## src/include/gpc_cfg.svh

```systemverilog
// register offsets, field positions, command codes and timing of the bus controller
`ifndef GPC_CFG_SVH
`define GPC_CFG_SVH
`define GPC_OFF_CTRL      8'h00
`define GPC_OFF_TX        8'h04
`define GPC_OFF_RX        8'h08
`define GPC_OFF_STAT      8'h0C
`define GPC_CTRL_REN      0
`define GPC_CTRL_IFC      1
`define GPC_CTRL_LISTEN   2
`define GPC_TX_ATN        8
`define GPC_TX_EOI        9
`define GPC_RX_EOI        8
`define GPC_RX_VALID      9
`define GPC_STAT_BUSY     0
`define GPC_STAT_SRQ      1
`define GPC_STAT_RXV      2
`define GPC_STAT_REFUSED  3
`define GPC_ADDR_RESET    5'h00
`define GPC_LISTEN_BASE   8'h20
`define GPC_TALK_BASE     8'h40
`define GPC_CMD_TO_LOCAL  8'h01
`define GPC_CMD_SEL_CLEAR 8'h04
`define GPC_CMD_TRIGGER   8'h08
`define GPC_CMD_LOCKOUT   8'h11
`define GPC_CMD_ALL_CLEAR 8'h14
`define GPC_CMD_POLL_ON   8'h18
`define GPC_CMD_POLL_OFF  8'h19
`define GPC_CMD_UNLISTEN  8'h3F
`define GPC_CMD_UNTALK    8'h5F
`define GPC_CLK_NS        4
`define GPC_T_SETTLE_NS   100
`define GPC_T_IFC_NS      100000
`endif

```

## src/include/gpc_pkg.sv

```systemverilog
// types of the bus controller
package gpc_pkg;
  typedef enum logic [3:0] {
    OP_RAW, OP_LISTEN, OP_TALK, OP_UNLISTEN, OP_UNTALK, OP_LOCKOUT, OP_ALL_CLEAR,
    OP_POLL_ON, OP_POLL_OFF, OP_SEL_CLEAR, OP_TO_LOCAL, OP_TRIGGER
  } gpc_op_e;
  typedef enum logic [2:0] {T_IDLE, T_IFC, T_SETTLE, T_READY, T_VALID, T_DONE} gpc_tx_e;
  typedef enum logic {R_WAIT, R_HELD} gpc_rx_e;
endpackage

```

## src/rtl/gpc_ctrl.sv

```systemverilog
// bus controller: wishbone registers in, active-low instrument bus pins out
// Contract
// - uniline commands go out only by driving their own line true.
// - attention, interface clear and remote enable are driven by the controller alone.
// - sender asserts end-or-identify together with the last byte.
// - attention held true around address and command bytes; such bytes are commands.
// - listen address byte is primary address ORed with 20 hex.
// - talk address byte is primary address ORed with 40 hex.
// - common and instrument text travels as data bytes with attention false.
// - every bus line is active low.
// - each byte moves by interlocked handshake; valid only after all ready.
`timescale 1ns/10ps
`default_nettype none
`include "gpc_cfg.svh"
module gpc_ctrl #(
  parameter int unsigned IFC_NS = `GPC_T_IFC_NS
) (
  input  wire logic        clk_i,
  input  wire logic        rst_i,
  input  wire logic        cyc_i,
  input  wire logic        stb_i,
  input  wire logic        we_i,
  input  wire logic [7:0]  adr_i,
  input  wire logic [3:0]  sel_i,
  input  wire logic [31:0] dat_i,
  output logic      [31:0] dat_o,
  output logic             ack_o,
  input  wire logic [7:0]  dio_n_i,
  output logic      [7:0]  dio_n_o,
  output logic             dio_oe_o,
  input  wire logic        eoi_n_i,
  output logic             eoi_n_o,
  output logic             eoi_oe_o,
  input  wire logic        dav_n_i,
  output logic             dav_n_o,
  output logic             dav_oe_o,
  input  wire logic        nrfd_n_i,
  output logic             nrfd_n_o,
  output logic             nrfd_oe_o,
  input  wire logic        ndac_n_i,
  output logic             ndac_n_o,
  output logic             ndac_oe_o,
  output logic             atn_n_o,
  output logic             ifc_n_o,
  output logic             ren_n_o,
  input  wire logic        srq_n_i
);
  import gpc_pkg::*;
  localparam int unsigned SET_CYC = (`GPC_T_SETTLE_NS + `GPC_CLK_NS - 1) / `GPC_CLK_NS;
  localparam int unsigned IFC_CYC = (IFC_NS + `GPC_CLK_NS - 1) / `GPC_CLK_NS;

  logic [12:0] pin_s;
  logic        ack_r, ren_r, listen_r, rx_valid_r, rx_eoi_r, refused_r, sent_lis_r;
  logic [31:0] dat_r;
  logic [4:0]  addr_r;
  logic [7:0]  rx_byte_r;
  logic [15:0] cnt_r;
  gpc_tx_e     tx_st_r;
  gpc_rx_e     rx_st_r;
  gpc_op_e     op_r;
  logic [7:0]  dio_n_r;
  logic        dio_oe_r, eoi_n_r, eoi_oe_r, dav_n_r, dav_oe_r, nrfd_n_r, nrfd_oe_r;
  logic        ndac_n_r, ndac_oe_r, atn_n_r, ifc_n_r, ren_n_r;
  logic        wb_go, wr, ifc_go, tx_go, tx_start, rx_take, lis_act, idle;
  logic        cmd_atn, cmd_ok, eoi_t, dav_t, nrfd_t, ndac_t, srq_t;
  logic [7:0]  cmd_byte, byte_in;
  gpc_op_e     tx_op;

  gpc_sync #(.W(13)) u_sync (
    .clk_i (clk_i),
    .rst_i (rst_i),
    .d_i   ({srq_n_i, ndac_n_i, nrfd_n_i, dav_n_i, eoi_n_i, dio_n_i}),
    .q_o   (pin_s)
  );

  // low level on a line means true
  assign byte_in  = ~pin_s[7:0];
  assign eoi_t    = ~pin_s[8];
  assign dav_t    = ~pin_s[9];
  assign nrfd_t   = ~pin_s[10];
  assign ndac_t   = ~pin_s[11];
  assign srq_t    = ~pin_s[12];
  assign idle     = (tx_st_r == T_IDLE);
  assign wb_go    = cyc_i & stb_i & ~ack_r;
  assign wr       = wb_go & we_i;
  assign ifc_go   = wr & (adr_i == `GPC_OFF_CTRL) & sel_i[0] & dat_i[`GPC_CTRL_IFC];
  assign tx_op    = gpc_op_e'(dat_i[15:12]);
  assign tx_go    = wr & (adr_i == `GPC_OFF_TX) & (&sel_i[1:0]);
  assign tx_start = tx_go & idle & cmd_ok;
  assign lis_act  = listen_r & atn_n_r & idle;
  assign rx_take  = lis_act & (rx_st_r == R_WAIT) & dav_t & ~nrfd_oe_r & ~rx_valid_r;

  // byte and attention level for each order
  always_comb
  begin
    cmd_byte = dat_i[7:0];
    cmd_atn  = 1'b1;
    cmd_ok   = 1'b1;
    case (tx_op)
      OP_RAW:
      begin
        cmd_atn = dat_i[`GPC_TX_ATN];
        cmd_ok  = ~(dat_i[`GPC_TX_ATN] & (dat_i[6:5] == 2'h3));
      end
      OP_LISTEN:    cmd_byte = `GPC_LISTEN_BASE | {3'h0, addr_r};
      OP_TALK:      cmd_byte = `GPC_TALK_BASE | {3'h0, addr_r};
      OP_UNLISTEN:  cmd_byte = `GPC_CMD_UNLISTEN;
      OP_UNTALK:    cmd_byte = `GPC_CMD_UNTALK;
      OP_LOCKOUT:   cmd_byte = `GPC_CMD_LOCKOUT;
      OP_ALL_CLEAR: cmd_byte = `GPC_CMD_ALL_CLEAR;
      OP_POLL_ON:   cmd_byte = `GPC_CMD_POLL_ON;
      OP_POLL_OFF:  cmd_byte = `GPC_CMD_POLL_OFF;
      OP_SEL_CLEAR:
      begin
        cmd_byte = `GPC_CMD_SEL_CLEAR;
        cmd_ok   = sent_lis_r;
      end
      OP_TO_LOCAL:
      begin
        cmd_byte = `GPC_CMD_TO_LOCAL;
        cmd_ok   = sent_lis_r;
      end
      OP_TRIGGER:   cmd_byte = `GPC_CMD_TRIGGER;
      default:      cmd_ok = 1'b0;
    endcase
  end

  // wishbone slave: ack one cycle after the request, reads registered
  always_ff @(posedge clk_i)
  begin
    if (rst_i)
    begin
      ack_r <= 1'b0;
      dat_r <= 32'h0;
    end
    else
    begin
      ack_r <= wb_go;
      if (wb_go & ~we_i)
      begin
        case (adr_i)
          `GPC_OFF_CTRL: dat_r <= {19'h0, addr_r, 5'h0, listen_r, 1'b0, ren_r};
          `GPC_OFF_RX:   dat_r <= {22'h0, rx_valid_r, rx_eoi_r, rx_byte_r};
          `GPC_OFF_STAT: dat_r <= {28'h0, refused_r, rx_valid_r, srq_t, ~idle};
          default:       dat_r <= 32'h0;
        endcase
      end
    end
  end

  // software settings and sticky flags, set wins over clear
  always_ff @(posedge clk_i)
  begin
    if (rst_i)
    begin
      ren_r      <= 1'b0;
      listen_r   <= 1'b0;
      addr_r     <= `GPC_ADDR_RESET;
      refused_r  <= 1'b0;
      sent_lis_r <= 1'b0;
      op_r       <= OP_RAW;
    end
    else
    begin
      if (wr & (adr_i == `GPC_OFF_CTRL) & sel_i[0])
      begin
        ren_r    <= dat_i[`GPC_CTRL_REN];
        listen_r <= dat_i[`GPC_CTRL_LISTEN];
      end
      if (wr & (adr_i == `GPC_OFF_CTRL) & sel_i[1])
        addr_r <= dat_i[12:8];
      if (tx_go & ~tx_start)
        refused_r <= 1'b1;
      else if (wr & (adr_i == `GPC_OFF_STAT) & sel_i[0] & dat_i[`GPC_STAT_REFUSED])
        refused_r <= 1'b0;
      if (tx_start)
        op_r <= tx_op;
      if (ifc_go | (tx_start & (tx_op == OP_UNLISTEN)))
        sent_lis_r <= 1'b0;
      else if (tx_start & (tx_op == OP_LISTEN))
        sent_lis_r <= 1'b1;
    end
  end

  // source handshake sequencer
  always_ff @(posedge clk_i)
  begin
    if (rst_i)
    begin
      tx_st_r <= T_IDLE;
      cnt_r   <= 16'h0;
    end
    else if (ifc_go)
    begin
      tx_st_r <= T_IFC;
      cnt_r   <= 16'(IFC_CYC - 1);
    end
    else
    begin
      case (tx_st_r)
        T_IDLE:
          if (tx_start)
          begin
            tx_st_r <= T_SETTLE;
            cnt_r   <= 16'(SET_CYC - 1);
          end
        T_IFC, T_SETTLE:
          if (cnt_r == 16'h0)
            tx_st_r <= (tx_st_r == T_IFC) ? T_IDLE : T_READY;
          else
            cnt_r <= cnt_r - 16'h1;
        T_READY:
          if (~nrfd_t & ndac_t)
            tx_st_r <= T_VALID;
        T_VALID:
          if (~ndac_t)
            tx_st_r <= T_DONE;
        T_DONE:  tx_st_r <= T_IDLE;
        default: tx_st_r <= T_IDLE;
      endcase
    end
  end

  // controller-owned lines and source drive
  always_ff @(posedge clk_i)
  begin
    if (rst_i)
    begin
      dio_n_r  <= 8'hFF;
      dio_oe_r <= 1'b0;
      eoi_n_r  <= 1'b1;
      eoi_oe_r <= 1'b0;
      dav_n_r  <= 1'b1;
      dav_oe_r <= 1'b0;
      atn_n_r  <= 1'b1;
      ifc_n_r  <= 1'b1;
      ren_n_r  <= 1'b1;
    end
    else
    begin
      ren_n_r <= ~ren_r;
      if (ifc_go | (tx_st_r == T_VALID & ~ndac_t))
      begin
        dav_n_r  <= 1'b1;
        dav_oe_r <= 1'b0;
        dio_n_r  <= 8'hFF;
        dio_oe_r <= 1'b0;
        eoi_n_r  <= 1'b1;
        eoi_oe_r <= 1'b0;
      end
      if (ifc_go)
        ifc_n_r <= 1'b0;
      else if (tx_st_r == T_IFC & cnt_r == 16'h0)
        ifc_n_r <= 1'b1;
      if (tx_start)
      begin
        atn_n_r  <= ~cmd_atn;
        dio_n_r  <= ~cmd_byte;
        dio_oe_r <= 1'b1;
        eoi_n_r  <= ~(dat_i[`GPC_TX_EOI] & ~cmd_atn);
        eoi_oe_r <= dat_i[`GPC_TX_EOI] & ~cmd_atn;
      end
      else if (idle & listen_r)
        atn_n_r <= 1'b1;
      if (tx_st_r == T_READY & ~nrfd_t & ndac_t & ~ifc_go)
      begin
        dav_n_r  <= 1'b0;
        dav_oe_r <= 1'b1;
      end
    end
  end

  // acceptor handshake while the instrument talks
  always_ff @(posedge clk_i)
  begin
    if (rst_i | ~lis_act)
    begin
      rx_st_r   <= R_WAIT;
      nrfd_n_r  <= 1'b1;
      nrfd_oe_r <= 1'b0;
      ndac_n_r  <= 1'b1;
      ndac_oe_r <= 1'b0;
    end
    else
    begin
      case (rx_st_r)
        R_WAIT:
          if (rx_take)
          begin
            rx_st_r   <= R_HELD;
            nrfd_n_r  <= 1'b0;
            nrfd_oe_r <= 1'b1;
            ndac_n_r  <= 1'b1;
            ndac_oe_r <= 1'b0;
          end
          else
          begin
            nrfd_n_r  <= ~rx_valid_r;
            nrfd_oe_r <= rx_valid_r;
            ndac_n_r  <= 1'b0;
            ndac_oe_r <= 1'b1;
          end
        R_HELD:
          if (~dav_t)
          begin
            rx_st_r   <= R_WAIT;
            ndac_n_r  <= 1'b0;
            ndac_oe_r <= 1'b1;
          end
        default: rx_st_r <= R_WAIT;
      endcase
    end
  end

  // received byte; a new byte beats a read in the same cycle
  always_ff @(posedge clk_i)
  begin
    if (rst_i)
    begin
      rx_valid_r <= 1'b0;
      rx_byte_r  <= 8'h00;
      rx_eoi_r   <= 1'b0;
    end
    else if (rx_take)
    begin
      rx_valid_r <= 1'b1;
      rx_byte_r  <= byte_in;
      rx_eoi_r   <= eoi_t;
    end
    else if (wb_go & ~we_i & (adr_i == `GPC_OFF_RX))
      rx_valid_r <= 1'b0;
  end

  assign dat_o = dat_r;
  assign ack_o = ack_r;
  assign dio_n_o = dio_n_r;
  assign dio_oe_o = dio_oe_r;
  assign eoi_n_o = eoi_n_r;
  assign eoi_oe_o = eoi_oe_r;
  assign dav_n_o = dav_n_r;
  assign dav_oe_o = dav_oe_r;
  assign nrfd_n_o = nrfd_n_r;
  assign nrfd_oe_o = nrfd_oe_r;
  assign ndac_n_o = ndac_n_r;
  assign ndac_oe_o = ndac_oe_r;
  assign atn_n_o = atn_n_r;
  assign ifc_n_o = ifc_n_r;
  assign ren_n_o = ren_n_r;
endmodule // gpc_ctrl
`default_nettype wire

```

## src/rtl/gpc_sync.sv

```systemverilog
// three-stage pin synchroniser, output changes once stages two and three agree
`timescale 1ns/10ps
`default_nettype none
module gpc_sync #(
  parameter int unsigned W = 1
) (
  input  wire logic         clk_i,
  input  wire logic         rst_i,
  input  wire logic [W-1:0] d_i,
  output logic      [W-1:0] q_o
);
  logic [W-1:0] s1_r;
  logic [W-1:0] s2_r;
  logic [W-1:0] s3_r;
  logic [W-1:0] q_r;

  always_ff @(posedge clk_i)
  begin
    if (rst_i)
    begin
      s1_r <= {W{1'b1}};
      s2_r <= {W{1'b1}};
      s3_r <= {W{1'b1}};
      q_r  <= {W{1'b1}};
    end
    else
    begin
      s1_r <= d_i;
      s2_r <= s1_r;
      s3_r <= s2_r;
      q_r  <= (s2_r & s3_r) | (q_r & (s2_r | s3_r));
    end
  end

  assign q_o = q_r;
endmodule // gpc_sync
`default_nettype wire

```

## config.mk

```make
export PLATFORM = sky130hd
export DESIGN_NAME = gpc_ctrl
export DESIGN_NICKNAME = d
export VERILOG_FILES = /design/src/include/gpc_pkg.sv /design/src/rtl/gpc_ctrl.sv /design/src/rtl/gpc_sync.sv
export VERILOG_INCLUDE_DIRS = /design/src /design/src/include
export SDC_FILE = /design/constraint.sdc
export NUM_CORES = 1
export LEC_CHECK = 0
export BUFFER_PORTS_ARGS = -buffer_cell sky130_fd_sc_hd__buf_2
export CAP_MARGIN = 20
export CORE_UTILIZATION = 45
export CTS_CLUSTER_SIZE = 24
export DETAILED_ROUTE_END_ITERATION = 6
export PLACE_DENSITY_LB_ADDON = 0.1
export SLEW_MARGIN = 20
export SYNTH_ARGS = -nofsm -noshare
export SYNTH_HDL_FRONTEND = slang
export SYNTH_SLANG_ARGS = --single-unit
export TNS_END_PERCENT = 10
```

## constraint.sdc

```tcl
create_clock -name clk_i -period 6 [get_ports clk_i]
set_input_delay 0.3 -clock clk_i [delete_from_list [all_inputs] [get_ports clk_i]]
set_output_delay 0.3 -clock clk_i [all_outputs]
set_load 0.01 [all_outputs]
```

### Yosys cells after proc, flatten, opt, wreduce, memory -nomap -nowiden

Cells that the tools add are included.

| word-level totals | value |
|---|---|
| register bits | 144 |
| output and inout bits | 53 |
| RAM bits | 0 |
| latch bits | 0 |
| logic and storage cells | 187 |
| ROM bits | 0 |
| input port bits | 62 |
| memories | 0 |

| operators by class | value |
|---|---|
| order comparisons | 0 |
| multipliers | 0 |
| add/subtract/negate cells | 1 |
| reductions and logical operators | 22 |
| mux-type cells | 42 |
| equal/unequal tests | 30 |
| div/mod/pow operators | 0 |
| shift-type cells | 0 |
| bitwise gates (word level) | 60 |

Operators with widths:

| kind | number |
|---|---|
| 8-bit case mux with 11 select lines | 1 |
| 13-bit case mux with 3 select lines | 1 |
| 1-bit AND | 34 |
| 16-bit two-way mux | 2 |
| 16-bit case mux with 2 select lines | 1 |
| 13-bit AND | 2 |
| 13-bit OR | 2 |
| 1-bit two-way mux | 24 |
| 1-bit inverter | 17 |
| 4-bit by 3-bit == test with 1-bit output, second input constant | 4 |
| 4-bit == test, second input constant | 4 |
| 8-bit by 4-bit == test with 1-bit output, second input constant | 2 |
| 16-bit zero test | 1 |
| 8-bit two-way mux | 2 |
| 8-bit inverter | 2 |
| 16-bit by 1-bit subtractor with 16-bit output, second input constant | 1 |
| 15-bit two-way mux | 1 |
| 2-bit nonzero test | 7 |
| 3-bit two-way mux | 4 |
| 3-bit inequality test, second input constant | 4 |
| 3-bit case mux with 4 select lines | 1 |
| 9-bit OR reduction | 1 |
| 4-bit by 2-bit == test with 1-bit output, second input constant | 2 |
| 8-bit by 3-bit == test with 1-bit output, second input constant | 1 |
| other kinds (20) | 34 |

### Longest topological paths before layout

Gate-level depths: netlist (run 1).

| depth | value |
|---|---|
| word-level depth | 10 |
| mapped depth | 9 |

### By module

A second synthesis (run 1) with hierarchy kept.

| unflattened totals | value |
|---|---|
| cells, all modules | 564 |
| area total of the unflattened synthesis | 5167.5 um^2 |

Modules (own cells, without submodules):

| module | times used | area each (um^2) | cells an instance |
|---|---|---|---|
| gpc_ctrl | 1 | 3614.7 | 429 |
| gpc_sync | 1 | 1552.7 | 135 |

### Worst setup path after synthesis (run 1)

Ideal clock, no wire load.

| timing | value |
|---|---|
| path kind | register -> register |
| from | register cnt_r[8] |
| to | register tx_st_r[0] |
| arrival | 2092 ps |
| setup time | 127 ps |
| required time | 5873 ps |
| slack | 3781 ps |
| period minus slack after synthesis | 2219 ps |
| stages on the path, launching flop included | 8 |
| path through | dfxtp_1 -> or4_4 -> or4_4 -> o21ai_2 -> buf_6 -> buf_12 -> mux2i_1 -> a21oi_1 |

| on the way | value |
|---|---|
| longest elaborated chain between the ends | 3 |

RTL lines:

| item | line | source |
|---|---|---|
| from (decl) | gpc_ctrl.sv:57 | `logic [15:0] cnt_r;` |
| from (signal assigned) | gpc_ctrl.sv:196 | `cnt_r <= 16'(IFC_CYC - 1);` |
| from (signal assigned) | gpc_ctrl.sv:205 | `cnt_r <= 16'(SET_CYC - 1);` |
| from (signal assigned) | gpc_ctrl.sv:211 | `cnt_r <= cnt_r - 16'h1;` |
| 16-bit zero test | gpc_ctrl.sv:208 | `if (cnt_r == 16'h0)` |
| 3-bit inequality test (no source line) | -- |  |
| 4-bit AND reduction (no source line) | -- |  |
| to (signal assigned) | gpc_ctrl.sv:209 | `tx_st_r <= (tx_st_r == T_IFC) ? T_IDLE : T_READY;` |
| to (decl) | gpc_ctrl.sv:58 | `gpc_tx_e tx_st_r;` |

Every way passes these cells.
A chain may end at the register's enable or synchronous reset.

### Worst setup path in the final report (run 1)

| timing | value |
|---|---|
| from | register cnt_r[8] |
| to | register cnt_r[7] |

| on the way | value |
|---|---|
| longest elaborated chain between the ends | 3 |

RTL lines:

| item | line |
|---|---|
| 16-bit zero test | gpc_ctrl.sv:208 |
| 3-bit inequality test (no source line) | -- |
| 3-bit AND reduction (no source line) | -- |

Every way passes these cells.

==> key figures, run 1 <==
Synthesis
  – Top FF cell, synth: dfxtp_1
  – Syn Area/Cell: 9.08 µm²
  – Distinct cells, synth: 62
  – Compound-Gate Fraction of Synth Area: 18.4%
  – Mapped Area: 5140 µm²
  – Synth Area in Adders: 0.243%
  – Largest cells by area after synthesis: dfxtp_1, or2_2, nor2_1
  – Synth Warn #: 0
  – Xor/xnor share of the synthesized area: 1.02%
  – Post-synth top area share: 48.7%
  – Fraction of registers with async set/reset: 0%
  – Post-synth EDFFs: 0
  – Simple-gate share of the synthesized area: 21.4%
  – Synth Register Bits: 125
  – Cells after Synth: 566
  – Largest family of logic cells by synthesized area: simple AND/OR/NAND/NOR gates
  – Sequential share of the synthesized area: 48.7%
  – Mux contribution to synthesized area: 3.14%
  – Area leader, netlist: dfxtp_1

Critical path
  – Worst reg2reg setup slack: 3.25 ns
  – Startpoint type of the worst setup path: flop
  – Worst path required time: 6.34 ns
  – CP Max Fanout: 20
  – Worst R2R End: cnt_r[7]
  – Arr. time, crit path: 3.09 ns
  – Critical path class: flop to flop
  – Worst Reg-to-Reg Cells: 5
  – Reg-to-Reg Start: cnt_r[8]
  – CP Capture Type: flop

Worst hold path
  – Min-delay worst type: input pin to flop
  – Hold_sp: dio_n_i[4]
  – Hold path endpoint: u_sync.s1_r[4]
  – WHS Path Cells: 2

GRT
  – First-pass GRT wire length: 18500 µm
  – Total track usage: 20.3%
  – Vias in the first global route: 3931
  – Total grt overflow: 0
  – Initial antenna violation count: 0
  – Largest net degree at the start of global routing: 85

Final layout
  – Number of fill cells: 1017
  – Area delta synth->final: 17.3%
  – Nets: 692
  – Register area: 2500 µm²
  – # diodes: 0
  – Design Area, Final: 6030 µm²
  – Fraction of layout cells with a size suffix above 1: 25.7%
  – Area of the multi-input gates: 2350 µm²
  – Layout Utilization: 54.9%

Routing
  – 1st-iter DRT viols: 233
  – Post-Route WL: 11100 µm
  – Router iterations before antenna repair: 4
  – Wire per inst: 14.2 µm
  – Vias per inst: 5.40
  – Detailed-route via count: 4226
  – ANT nets after route: 0
  – DRC Markers: 0

Clock tree
  – Clock tree root buffer cell: clkbuf_16
  – TritonCTS Buffers: 17
  – CTS clk-pin slew, worst paths: 0.05 ns
  – Total setup buffers inserted after CTS: 0
  – Max Root-Sink Buffers: 2
  – Cts repair resizes: 0
  – CTS Sinks: 125
  – Worst-skew pair later-pin latency: 0.41 ns
  – # hold bufs at CTS: 0
  – CTS tree: done
  – H-tree level count: 4

Placement
  – Final Wtd Congestion: 0.806
  – Post-DP Area: 5470 µm²
  – Post-Place Setup Slack: 3.00 ns
  – # port buffers: 77
  – Final HPWL from detailed placement: 7430 µm

Die
  – Core Region: 11000 µm²
  – Chip width: 109 µm
  – I/O pins: 115
  – Row Count: 38
  – Die H: 109 µm
  – Initial Utilization: 46.8%
  – DIE AREA: 11900 µm²

Status
  – Outcome: finished, final reports clean

STA
  – Worst-Margin Slew: 0.939 ns
  – Skew final: 0.00442 ns
  – Clock period minus worst slack: 2.75 ns
  – Final period util: 45.9%
  – Number of max-slew violations in the final report: 0
  – Fmax: 363 MHz
  – Relative slew slack: 37.4%
  – Final Setup Violations: 0
  – RSZ-0062 raised after global routing: no
  – PnR worst setup slack: 3.25 ns
  – Setup TNS: 0 ns
  – Final Hold Fails: 0

Pwr
  – Leak: 2.37 nW
  – Max VDD drop: 0.230 mV
  – PwrDens: 310 nW/µm²
  – Overall power: 1.87 mW

Flow run
  – Max-cap violations: 0
cells in the mapped netlist, types with 5 or more instances:
master / instances
a211oi_1: 16
nor4_1: 7
buf_2: 10
or3_1: 6
o31ai_1: 5
mux2i_1: 15
o22a_1: 9
a21oi_1: 44
buf_4: 19
nand2b_1: 7
nor2_1: 60
nand3b_1: 5
o21ai_0: 24
or2_2: 44
dfxtp_1: 125
clkbuf_1: 20
a22oi_1: 9
nor3_1: 18
nand2_1: 21
nand3_1: 16
inv_1: 11
xor2_1: 5
worst max-delay path, stage by stage, from the launching register on:
cell and delay (ns):
dfxtp_1 0.37, or4_4 0.58, or4_4 0.60, o21ai_2 0.66
a2111oi_0 0.26, nor3_1 0.22
registers in the layout (all words and copies together) (netlist names), 3 cells and up:
name / flops
addr_r: 5
cnt_r: 16
dat_o: 13
dio_n_o: 8
rx_byte_r: 8
tx_st_r: 3
u_sync.q_o: 13
u_sync.s1_r: 13
u_sync.s2_r: 13
u_sync.s3_r: 13
cells in the final DEF, fill, tap and decap left out, drive strengths merged, types with 7 or more instances in the layout:
cell      n
dfxtp   125
nor2     60
nor4      8
nand2    21
nand2b    7
mux2i    15
o22a      9
clkinv    8
a211oi   16
a21oi    44
or2      44
nand3    16
a22oi     9
nor3     18
conb     19
inv      15
buf      79
clkbuf   18
o21ai    25
routing by layer:
layer	track usage (%)	part of all wire (%)	up-vias
li1	-	-	2122
met1	24.3	46	1984
met2	34.3	48	107
met3	6.10	4.7	13
met4	7.34	1.0	0
met5	0	0	-
area by class of cell:
class | count | share of cell area, %
Inverter | 12 | 0.747
Clock buffer | 18 | 7.29
Tap cell | 140 | 2.91
Sequential cell | 125 | 41.5
Clock inverter | 14 | 1.97
Timing Repair Buffer | 79 | 6.64
Multi-Input combinational cell | 394 | 38.9
report_power, final:
group | internal (mW) | switching (mW)
sequential | 0.842 | 0.00441
combinational | 0.0277 | 0.0463
clock | 0.579 | 0.368
worst max path at each step:
stage               slack [ns]         end     start
floorplan                 3.78  tx_st_r[0]  cnt_r[8]
global placement          2.99  dio_n_o[3]  adr_i[1]
detailed placement        3.00  dio_n_o[3]  adr_i[1]
CTS                       3.23    cnt_r[7]  cnt_r[8]
global route              3.07    cnt_r[7]  cnt_r[8]
finish                    3.25    cnt_r[7]  cnt_r[8]
metrics by stage:
stage	std cells	hold WS (ns)
CTS	782	0.0494
floorplan	584	0.371
global placement	750	0.393
detailed placement	750	0.395
finish	782	0.0636
global route	782	0.0552
cells by family (layout without fill, tap and decap cells):
family,count (synthesis),count (layout)
muxes,16,16
other,1,19
xor gates and xnor gates,6,6
and+or+nand+nor,208,208
DFF,125,125
AOI/OAI and AO/OA,144,144
buffers and inverters,65,123
adders and majority gates,1,1
(Power assumes the default switching activity.)
==> run 2: changes to the inputs <==
==> constraint.sdc (replaced) <==
create_clock -name clk_i -period 2.2 [get_ports clk_i]
set_input_delay 0.11 -clock clk_i [delete_from_list [all_inputs] [get_ports clk_i]]
set_output_delay 0.11 -clock clk_i [all_outputs]
set_load 0.01 [all_outputs]
==> run 2 against run 1 <==
The flow now finishes with violations (setup timing). Die area unchanged. Critical path depth up 1. Count of clock-buffer cells in the layout is 1 higher. First-iteration DRC count is 16% lower. Combinational power increased to 3.3 times the previous value.
==> key figures, run 2 (synthesis gave the netlist of run 1 again) <==
Critical path
  – CP Capture Type: flop (unchanged)
  – Arr. time, crit path: 2.49 ns (was 3.09 ns)
  – CP Max Fanout: 6 (was 20)
  – Crit-path cells: or4_4 -> or4_4 -> o21ai_4 -> buf_6 -> mux2i_1 -> a21oi_1 (was or4_4 -> or4_4 -> o21ai_2 -> a2111oi_0 -> nor3_1)
  – Reg-to-Reg Start: cnt_r[8] (unchanged)
  – CP startpoint: cnt_r[8] (unchanged)
  – Crit path max-delay cell type: or4_4 (was o21ai_2)
  – Largest stage delay, worst path: 0.57 ns (was 0.66 ns)
  – Most frequent CP cell: or4_4 (unchanged)
  – Startpoint type of the worst setup path: flop (unchanged)
  – Worst path required time: 2.48 ns (was 6.34 ns)
  – Critical path class: flop to flop (unchanged)

Clock tree
  – TritonCTS Buffers: 17 (unchanged)
  – H-tree level count: 4 (unchanged)
  – Max Root-Sink Buffers: 2 (unchanged)
  – CTS tree: done (unchanged)
  – Worst-skew pair later-pin latency: 0.41 ns (about the same)
  – CTS Sinks: 125 (unchanged)
  – CTS clk-pin slew, worst paths: 0.06 ns (was 0.05 ns)
  – Total setup buffers inserted after CTS: 0 (unchanged)
  – Clock tree root buffer cell: clkbuf_16 (unchanged)

Routing
  – WL met1: 5400 µm (was 5120 µm)
  – WL met3: 487 µm (was 525 µm)
  – Detailed-route via count: 4374 (was 4226)
  – Post-Route WL: 12000 µm (was 11100 µm)
  – Router iterations before antenna repair: 5 (was 4)
  – Met2 wire len: 5900 µm (was 5310 µm)
  – ANT nets after route: 0 (unchanged)
  – Vias per inst: 5.28 (was 5.40)
  – Wire per inst: 14.4 µm (was 14.2 µm)
  – 1st-iter DRT viols: 196 (was 233)
  – DR top layer: met4 (unchanged)
  – DRC Markers: 0 (unchanged)

Die
  – Row Count: 38 (unchanged)
  – Chip width: 109 µm (unchanged)
  – I/O pins: 115 (unchanged)
  – Die H: 109 µm (unchanged)
  – DIE AREA: 11900 µm² (unchanged)
  – Core Region: 11000 µm² (unchanged)
  – Initial Utilization: 46.8% (unchanged)

Final layout
  – Design Area, Final: 6510 µm² (was 6030 µm²)
  – Area delta synth->final: 26.6% (was 17.3%)
  – Area of the multi-input gates: 2360 µm² (was 2350 µm²)
  – Commonest non-fill, non-tap cell in the layout: dfxtp_1 (unchanged)
  – Register area: 2500 µm² (about the same)
  – Fraction of layout cells with a size suffix above 1: 28.1% (was 25.7%)
  – Number of fill cells: 959 (was 1017)
  – Nets: 739 (was 692)
  – # diodes: 0 (unchanged)
  – Max reg flops: 16 (unchanged)
  – Most flops, register: cnt_r (unchanged)
  – Most frequent cells in the layout: dfxtp_1, buf_2, nor2_1, a21oi_1, or2_2 (unchanged)

GRT
  – Initial antenna violation count: 0 (unchanged)
  – First-pass GRT wire length: 19400 µm (was 18500 µm)
  – Total track usage: 21.4% (was 20.3%)
  – Largest net degree at the start of global routing: 38 (was 85)
  – Vias in the first global route: 4139 (was 3931)
  – Total grt overflow: 0 (unchanged)

STA
  – Number of max-slew violations in the final report: 0 (unchanged)
  – Worst hold slack: 0.0411 ns (was 0.0636 ns)
  – RSZ-0062 raised after global routing: yes (was no)
  – Final period util: 100% (was 45.9%)
  – PnR worst setup slack: -0.00891 ns (was 3.25 ns)
  – Final Setup Violations: 1 (was 0)
  – Fmax: 453 MHz (was 363 MHz)
  – Final Hold Fails: 0 (unchanged)
  – Clock period minus worst slack: 2.21 ns (was 2.75 ns)
  – Skew final: 0.00597 ns (was 0.00442 ns)

Pwr
  – Leak: 2.61 nW (was 2.37 nW)
  – PwrDens: 834 nW/µm² (was 310 nW/µm²)
  – Max VDD drop: 0.847 mV (was 0.230 mV)
  – Overall power: 5.43 mW (was 1.87 mW)

Status
  – Outcome: complete, but fails checks (was finished, final reports clean)
  – Failing checks: setup timing

Placement
  – Final Wtd Congestion: 0.836 (was 0.806)
  – Post-DP Area: 5660 µm² (was 5470 µm²)
  – Final HPWL from detailed placement: 8070 µm (was 7430 µm)
  – # port buffers: 77 (unchanged)

Worst hold path
  – Min-delay worst type: input pin to flop (unchanged)
  – Hold_sp: dat_i[7] (was dio_n_i[4])

Flow run
  – Max-cap violations: 0 (unchanged)
run 2: metrics by stage:
| step | utilization [%] | setup slack (ns) | instances | TNS (ns) |
|---|---|---|---|---|
| 2_1_floorplan | - | 0.000961 | 584 | 0 |
| 3_3_place_gp | 51.5 | 0.0477 | 775 | 0 |
| 3_5_place_dp | 51.5 | -0.0319 | 775 | -0.217 |
| 4_1_cts | 59.1 | 0.00955 | 827 | 0 |
| 5_1_grt | 59.3 | -0.0748 | 828 | -0.335 |
| 6_report | 59.3 | -0.00891 | 828 | -0.00891 |
run 2: area by class of cell:
class | count | area share, %
Sequential cell | 125 | 38.5
Inverter | 12 | 0.692
Clock inverter | 12 | 2.52
Clock buffer | 19 | 6.96
Timing Repair Buffer | 126 | 12.4
Tap cell | 140 | 2.69
Multi-Input combinational cell | 394 | 36.3
run 2: routing by layer:
layer  up-vias  global-route usage (%)
li1       2205                       -
met1      2051                    24.7
met5         -                       0
met3        16                    5.26
met4         0                    9.27
met2       102                    37.5
run 2: worst max-delay path, delay by kind of cell (launching register included):
family                 cells  cell delay, ns
AOI/OAI and AO/OA          2            0.27
buffers and inverters      1            0.15
DFF                        1            0.31
muxes                      1            0.21
and+or+nand+nor            2            1.13
run 2: worst paths after layout:
path	endpoint	slack, ns	depth (start not counted)
hold reg to reg	ren_n_o	0.40	1
hold / removal	dio_n_o[7]	0.04	3
setup reg to reg	tx_st_r[0]	-0.009	6
setup / recovery	tx_st_r[0]	-0.009	6
run 2: repair_timing:
| action | CTS | global route |
|---|---|---|
| setup endpoints to repair | 1 | 10 |
| pin swaps | 0 | 2 |
| hold buffers | 21 | 0 |
| gates cloned | 0 | 1 |
| endpoints found under the hold margin | 20 | 0 |
| gates resized for setup | 1 | 3 |
run 2: where the power goes:
group	internal [mW]	switching [mW]	total, mW
logic	0.107	0.134	0.241
registers	2.29	0.0124	2.31
clock network	1.85	1.03	2.88
total	4.25	1.18	5.43
